$ cat config.mk
export PLATFORM = sky130hd
export DESIGN_NAME = dopio_top
export DESIGN_NICKNAME = d
export VERILOG_FILES = /design/src/design/dopio_port_pin.v /design/src/design/dopio_top.v
export VERILOG_INCLUDE_DIRS = /design/src /design/src/common
export SDC_FILE = /design/constraint.sdc
export NUM_CORES = 1
export LEC_CHECK = 0
export BUFFER_PORTS_ARGS = -buffer_cell sky130_fd_sc_hd__buf_2
export CAP_MARGIN = 5
export CORE_MARGIN = 2
export CORE_UTILIZATION = 56
export CTS_BUF_LIST = sky130_fd_sc_hd__clkbuf_8
export CTS_CLUSTER_DIAMETER = 80
export CTS_CLUSTER_SIZE = 16
export DETAILED_ROUTE_END_ITERATION = 12
export GPL_TIMING_DRIVEN = 0
export PLACE_DENSITY = 0.79
export SKIP_LAST_GASP = 1
export SYNTH_ARGS = -nofsm -noshare
export SYNTH_HDL_FRONTEND = slang
export SYNTH_SLANG_ARGS = --single-unit
$ cat constraint.sdc
create_clock -name core_clk_i -period 2 [get_ports core_clk_i]
set_clock_uncertainty 0.2 [all_clocks]
set_input_delay 0.5 -clock core_clk_i [delete_from_list [all_inputs] [get_ports core_clk_i]]
set_output_delay 0.5 -clock core_clk_i [all_outputs]
set_load 0.005 [all_outputs]
$ cat src/common/dopio_defs.vh
`ifndef DOPIO_DEFS_VH
`define DOPIO_DEFS_VH
// register indices on the plain register port
`define DOPIO_ADDR_W 3
`define DOPIO_REG_P2_DIR 3'h0
`define DOPIO_REG_P2_DATA 3'h1
`define DOPIO_REG_P2_PULL 3'h2
`define DOPIO_REG_P3_DIR 3'h3
`define DOPIO_REG_P3_DATA 3'h4
`define DOPIO_REG_P3_PULL 3'h5
`define DOPIO_REG_HOST_CTRL 3'h6
// host interface control field positions
`define DOPIO_HCH1_BIT 0
`define DOPIO_HCH2_BIT 1
`define DOPIO_HCH3_BIT 2
// reset values
`define DOPIO_RST_BYTE 8'h00
`define DOPIO_RST_HOST 3'h0
// host bus pin positions on the third port
`define DOPIO_HB_SERIRQ 7
`define DOPIO_HB_CLK 6
`define DOPIO_HB_RESET 5
`define DOPIO_HB_FRAME 4
`endif

$ cat src/design/dopio_port_pin.v
// ----------------------------------------
// one 8-bit port: pad drive, pull-up, read-back
// ----------------------------------------
module dopio_port_pin #(
  parameter WIDTH = 8
) (
  input wire [WIDTH-1:0] dir_i,
  input wire [WIDTH-1:0] data_i,
  input wire [WIDTH-1:0] pull_ctrl_i,
  input wire [WIDTH-1:0] pin_in_i,
  input wire pull_allow_i,
  output wire [WIDTH-1:0] pin_oe_o,
  output wire [WIDTH-1:0] pin_out_o,
  output wire [WIDTH-1:0] pull_en_o,
  output wire [WIDTH-1:0] read_o
);
  assign pin_oe_o = dir_i;
  assign pin_out_o = data_i;
  assign pull_en_o = {WIDTH{pull_allow_i}} & ~dir_i & pull_ctrl_i;
  assign read_o = (dir_i & data_i) | (~dir_i & pin_in_i);
endmodule

$ cat src/design/dopio_top.v
//
// Function
// - a second-port input pin has its pull-up on while its pull-up control bit is 1.
// - a second-port pin is an input with direction 0 and an output with direction 1.
// - second-port pull-ups are off in reset and hardware standby, else on only for direction 0 and control 1.
// - each pin's pull-up is chosen on its own through its pull-up control bit.
// - the third-port direction register is write-only, 1 makes an output, 0 an input.
// - third-port data reads give the stored bit for outputs and the pin level for inputs.
// - a third-port input pin has its pull-up on while its pull-up control bit is 1.
// - third-port pull-ups are unusable while the host bus interface is enabled.
// - with all host-channel enables 0 the third port is general I/O, otherwise it serves the host bus.
// - in host bus mode pins 7..0 are serial irq, bus clock, bus reset, frame, address/data 3..0.
// - host bus pin mode starts as soon as any host-channel enable is 1.
// - third-port pull-ups are off in reset and hardware standby, else on only for direction 0 and control 1.
// - second-port direction 1 makes an output and 0 an input.
// - second-port data reads give the stored bit for outputs and the pin level for inputs.
//
// Added by the designer: the register addresses and the address-and-strobe port.
`include "dopio_defs.vh"
module dopio_top #(
  parameter WIDTH = 8
) (
  input wire core_clk_i,
  input wire reset_i,
  input wire clk_en_i,
  input wire hw_standby_i,
  input wire [`DOPIO_ADDR_W-1:0] reg_addr_i,
  input wire [7:0] reg_wdata_i,
  input wire reg_wr_i,
  input wire reg_rd_i,
  output reg [7:0] reg_rdata_o,
  input wire [WIDTH-1:0] p2_pin_i,
  output reg [WIDTH-1:0] p2_pin_o,
  output reg [WIDTH-1:0] p2_pin_oe_o,
  output reg [WIDTH-1:0] p2_pull_en_o,
  input wire [WIDTH-1:0] p3_pin_i,
  output reg [WIDTH-1:0] p3_pin_o,
  output reg [WIDTH-1:0] p3_pin_oe_o,
  output reg [WIDTH-1:0] p3_pull_en_o,
  output reg host_bus_mode_o,
  output reg [WIDTH-1:0] host_pin_o
);
  // ----------------------------------------
  // registers
  // ----------------------------------------
  reg [WIDTH-1:0] port_two_direction;
  reg [WIDTH-1:0] port_two_output_data;
  reg [WIDTH-1:0] port_two_pullup_ctrl;
  reg [WIDTH-1:0] port_three_direction;
  reg [WIDTH-1:0] port_three_output_data;
  reg [WIDTH-1:0] port_three_pullup_ctrl;
  reg host_channel_one_enable;
  reg host_channel_two_enable;
  reg host_channel_three_enable;

  wire host_mode;
  wire [WIDTH-1:0] p2_oe;
  wire [WIDTH-1:0] p2_out;
  wire [WIDTH-1:0] p2_pull;
  wire [WIDTH-1:0] p2_read;
  wire [WIDTH-1:0] p3_oe;
  wire [WIDTH-1:0] p3_out;
  wire [WIDTH-1:0] p3_pull;
  wire [WIDTH-1:0] p3_read;
  reg [7:0] next_rdata;

  function [7:0] dopio_pad;
    input [WIDTH-1:0] v;
    begin
      dopio_pad = 8'h00;
      dopio_pad[WIDTH-1:0] = v;
    end
  endfunction

  // any channel enable hands port 3 to the host bus
  assign host_mode = host_channel_one_enable | host_channel_two_enable | host_channel_three_enable;

  always @(posedge core_clk_i) begin
    if (reset_i) begin
      port_two_direction <= {WIDTH{1'b0}};
      port_two_output_data <= {WIDTH{1'b0}};
      port_two_pullup_ctrl <= {WIDTH{1'b0}};
      port_three_direction <= {WIDTH{1'b0}};
      port_three_output_data <= {WIDTH{1'b0}};
      port_three_pullup_ctrl <= {WIDTH{1'b0}};
      host_channel_one_enable <= 1'b0;
      host_channel_two_enable <= 1'b0;
      host_channel_three_enable <= 1'b0;
    end else if (clk_en_i && reg_wr_i) begin
      case (reg_addr_i)
        `DOPIO_REG_P2_DIR: port_two_direction <= reg_wdata_i[WIDTH-1:0];
        `DOPIO_REG_P2_DATA: port_two_output_data <= reg_wdata_i[WIDTH-1:0];
        `DOPIO_REG_P2_PULL: port_two_pullup_ctrl <= reg_wdata_i[WIDTH-1:0];
        `DOPIO_REG_P3_DIR: port_three_direction <= reg_wdata_i[WIDTH-1:0];
        `DOPIO_REG_P3_DATA: port_three_output_data <= reg_wdata_i[WIDTH-1:0];
        `DOPIO_REG_P3_PULL: port_three_pullup_ctrl <= reg_wdata_i[WIDTH-1:0];
        `DOPIO_REG_HOST_CTRL: begin
          host_channel_one_enable <= reg_wdata_i[`DOPIO_HCH1_BIT];
          host_channel_two_enable <= reg_wdata_i[`DOPIO_HCH2_BIT];
          host_channel_three_enable <= reg_wdata_i[`DOPIO_HCH3_BIT];
        end
        default: ;
      endcase
    end
  end

  // ----------------------------------------
  // pin logic
  // ----------------------------------------
  dopio_port_pin #(.WIDTH(WIDTH)) u_p2 (
    .dir_i(port_two_direction),
    .data_i(port_two_output_data),
    .pull_ctrl_i(port_two_pullup_ctrl),
    .pin_in_i(p2_pin_i),
    .pull_allow_i(~hw_standby_i),
    .pin_oe_o(p2_oe),
    .pin_out_o(p2_out),
    .pull_en_o(p2_pull),
    .read_o(p2_read)
  );

  // host mode masks direction: host bus owns the pad, pull-ups unusable
  dopio_port_pin #(.WIDTH(WIDTH)) u_p3 (
    .dir_i(port_three_direction & {WIDTH{~host_mode}}),
    .data_i(port_three_output_data),
    .pull_ctrl_i(port_three_pullup_ctrl),
    .pin_in_i(p3_pin_i),
    .pull_allow_i(~hw_standby_i & ~host_mode),
    .pin_oe_o(p3_oe),
    .pin_out_o(p3_out),
    .pull_en_o(p3_pull),
    .read_o(p3_read)
  );

  // ----------------------------------------
  // read port
  // ----------------------------------------
  always @* begin
    next_rdata = 8'h00;
    case (reg_addr_i)
      `DOPIO_REG_P2_DATA: next_rdata = dopio_pad(p2_read);
      `DOPIO_REG_P2_PULL: next_rdata = dopio_pad(port_two_pullup_ctrl);
      `DOPIO_REG_P3_DATA: next_rdata = dopio_pad(p3_read);
      `DOPIO_REG_P3_PULL: next_rdata = dopio_pad(port_three_pullup_ctrl);
      `DOPIO_REG_HOST_CTRL: begin
        next_rdata[`DOPIO_HCH1_BIT] = host_channel_one_enable;
        next_rdata[`DOPIO_HCH2_BIT] = host_channel_two_enable;
        next_rdata[`DOPIO_HCH3_BIT] = host_channel_three_enable;
      end
      // direction registers are write-only and read as zero
      default: next_rdata = 8'h00;
    endcase
  end

  // ----------------------------------------
  // output flops; pins registered, one cycle behind registers
  // ----------------------------------------
  always @(posedge core_clk_i) begin
    if (reset_i) begin
      reg_rdata_o <= 8'h00;
      p2_pin_o <= {WIDTH{1'b0}};
      p2_pin_oe_o <= {WIDTH{1'b0}};
      p2_pull_en_o <= {WIDTH{1'b0}};
      p3_pin_o <= {WIDTH{1'b0}};
      p3_pin_oe_o <= {WIDTH{1'b0}};
      p3_pull_en_o <= {WIDTH{1'b0}};
      host_bus_mode_o <= 1'b0;
      host_pin_o <= {WIDTH{1'b0}};
    end else if (clk_en_i) begin
      reg_rdata_o <= reg_rd_i ? next_rdata : 8'h00;
      p2_pin_o <= p2_out;
      p2_pin_oe_o <= p2_oe;
      p2_pull_en_o <= p2_pull;
      p3_pin_o <= p3_out;
      p3_pin_oe_o <= p3_oe;
      p3_pull_en_o <= p3_pull;
      host_bus_mode_o <= host_mode;
      // pins pass straight to host controller: serirq, clk, reset, frame, ad3..0
      host_pin_o <= host_mode ? p3_pin_i : {WIDTH{1'b0}};
    end
  end
endmodule

==> out/qor.yml <==
critical_path:
  worstPathRequired_ps: 2120
  cp-end-kind: "flop"
  r2r_start: "host_channel_one_enable"
  critPathLaunchType: "flop"
  r2r_setup_slack_ps: -80
  critPathKind: "flop to flop"
  worst_ep_arrival_time_ps: 2200
  rr_worst_depth: 5
  reg2reg_to: "reg_rdata_o[7]"
  crit_fanout: 10
clocking:
  clock_latency_ps: 430
  cts_max_path_buffers: 2
  cts_sinks: 116
  cts_hold_buffers: 0
  cts_tree: "yes"
  post_cts_buffers: 0
  numCtsBuffers: 17
  path_clk_slew_ps: 70
  root_buffer: "clkbuf_8"
  cts_max_level: 4
timing:
  period_needed_ps: 2080
  maxSlewViolCount: 0
  timing.fmax_mhz: 480
  rsz0062_at_grt: "true"
  worstMarginPinSlew_ps: 751
  holdWs_ps: 152
  slew_headroom_pct: 49.6
  fin_ws_ps: -83.4
  setup_viol: 3
  finalCritPeriodShare_pct: 104
  hold_viol_final: 0
global_routing:
  grt-ovfl-total: 0
  grt_pass1_wl_mm: 20.1
  track_usage_pct: 29.7
  grt_max_degree: 17
  use_met3_pct: 7.91
  grt_use_met1_pct: 39.9
  use_met2_pct: 44.7
  grt_busiest_layer: "met2"
  grt_pass1_vias: 3902
  antenna_found_initial: 0
synth:
  avgSynthCellArea_sq_um: 9.52
  ys.flop_type: "dfxtp_1"
  synth_enable_flop_cells: 0
  syn_inst: 498
  syn_area_sq_mm: 0.00474
  ys_types: 41
  yosysTopAreaCell: "dfxtp_1"
  yosysMostFrequentCell: "dfxtp_1"
  yosys-top-cells-count: "116 x dfxtp_1, 82 x nor2_1, 75 x mux2i_1"
  yosys-top-cells-area: "dfxtp_1 49%, mux2i_1 16%, nor2_1 6.5%, a21oi_1 3.6%, nand2_1 2.9%"
  synth_top_area_share_pct: 49.0
  ys_ff_latch: 116
  yosysSeqAreaShare_pct: 49.0
  ys_warn_count: 0
  synth_nets: 531
  async_reset_ff_share_pct: 0
final_layout:
  final_core_util_pct: 70.2
  fin_area_sq_mm: 0.00577
  n_antenna_cell: 0
  fill_cells: 666
  nets: 645
  drive_gt1_share_pct: 24.7
  area_growth_pct: 21.6
  instances_no_fill: 729
detailed_routing:
  first_pass_iters: 6
  ant_nets: 0
  vias: 4156
  drtIter0Drc: 264
  wl_per_cell_microns: 18.2
  vias_per_cell: 5.70
  drc: 0
  wirelength_mm: 13.3
power:
  irDropWorstVdd_mv: 0.465
  cellPowerDensity_mw_per_mm2: 853
  p_leak_nw: 2.38
floorplanning:
  die_area_sq_mm: 0.00922
  ioPinCount: 98
  die_h_microns: 96.0
  start_util_pct: 57.7
  rows: 33
  die_x_microns: 96.0
  core_sq_mm: 0.00822
min_path:
  min_path_cells: 3
  holdPathEnd: "host_pin_o[2]"
  min_from: "p3_pin_i[2]"
  hp-class: "input port to flop"
run:
  max_cap_violations: 0
place:
  io_buffers: 95
  placed_area_sq_mm: 0.00535
  dp_cells: 698
  dp_hpwl_mm: 9.41
  gp_congestion: 0.947
outcome:
  violations: "setup timing"
  status: "finished, violations left"
-- power breakdown --
part	total, W	internal (W)	switching [W]
sequential	0.00235	0.00233	0.0000182
combinational	0.000335	0.000117	0.000218
clock	0.00223	0.00131	0.000927
total	0.00492	0.00376	0.00116
-- cell usage in the layout (no fill, tap or decap), drive strengths merged --
cell      netlist  layout
bufinv          0       3
o211ai          5       5
nand2          37      37
nor4b           7       7
nor3b           4       4
nor4            1       1
o22ai           2       2
o21ai          10      10
a21oi          34      34
a22o            7       7
a211oi          1       1
nor2b           2       2
dfxtp         116     116
a32o            1       1
mux2i          75      75
clkinvlp        0       3
clkbuf         19      39
nand2b         12      12
clkinv          0       3
or2             1       1
or3             2       2
nor2           83      83
and2b           1       1
nand3b          3       3
nor3            3       3
inv             7       9
a2111oi         1       1
mux2            8       8
a32oi          10      10
and3b           2       2
a221oi          4       4
buf            17     112
nand4           1       1
or3b            1       1
a221o           2       2
nand3          17      17
and3            2       2
-- cell families (layout without fill, tap and decap cells) --
family	count (synthesis)	after routing	synth area share, %
AOI/OAI and AO/OA	77	77	10.6
buffers and inverters	43	169	4.30
DFF	116	116	49.0
muxes	83	83	17.7
and+or+nand+nor	179	179	18.5
-- worst max-delay path by stage --
stage | start | end | slack (ps) | cells past startpoint
finish | host_channel_one_enable | reg_rdata_o[7] | -80 | 5
global route | host_channel_one_enable | reg_rdata_o[7] | -170 | 5
CTS | host_channel_one_enable | reg_rdata_o[7] | -60 | 5
detailed placement | reset_i | p2_pin_o[4] | -320 | 5
global placement | reset_i | p2_pin_o[4] | -270 | 5
floorplan | reg_addr_i[1] | reg_rdata_o[2] | 80 | 5
-- critical path, stage by stage (launching register included) --
cell and delay, ps:
dfxtp_1 310, clkbuf_1 260, nor4b_1 480, mux2i_1 320, o211ai_1 180, a22o_1 220
-- metal layers --
| layer | part of all wire (%) | vias up |
|---|---|---|
| li1 | - | 1976 |
| met1 | 44 | 1955 |
| met2 | 45 | 188 |
| met3 | 7.7 | 37 |
| met4 | 2.9 | 0 |
| met5 | 0 | - |
-- per-stage QoR --
step	power, W	setup TNS [ps]	worst slack [ps]
detailed placement	0.00273	-9530	-324
floorplan	0.00259	0	83.0
finish	0.00492	-131	-83.4
CTS	0.00491	-121	-62.2
global route	0.00505	-792	-172
global placement	0.00272	-6230	-266
-- area by class of cell --
type | count | area (sq um) | area share [%]
well taps | 105 | 131 | 2.28
flip-flops and latches | 116 | 2320 | 40.3
clock inverters | 11 | 135 | 2.34
repair buffers | 95 | 475 | 8.24
inverters | 7 | 26.3 | 0.456
clock buffers | 20 | 275 | 4.77
multi-input cells | 339 | 2220 | 38.6
plain buffers | 36 | 178 | 3.08
-- timing repair --
item / CTS / global route
gates resized for setup: 0 / 1
endpoints found under the setup margin: 2 / 7
pin swaps: 0 / 0
endpoints found under the hold margin: 0 / 0
Power figures use the tool's default switching activity.
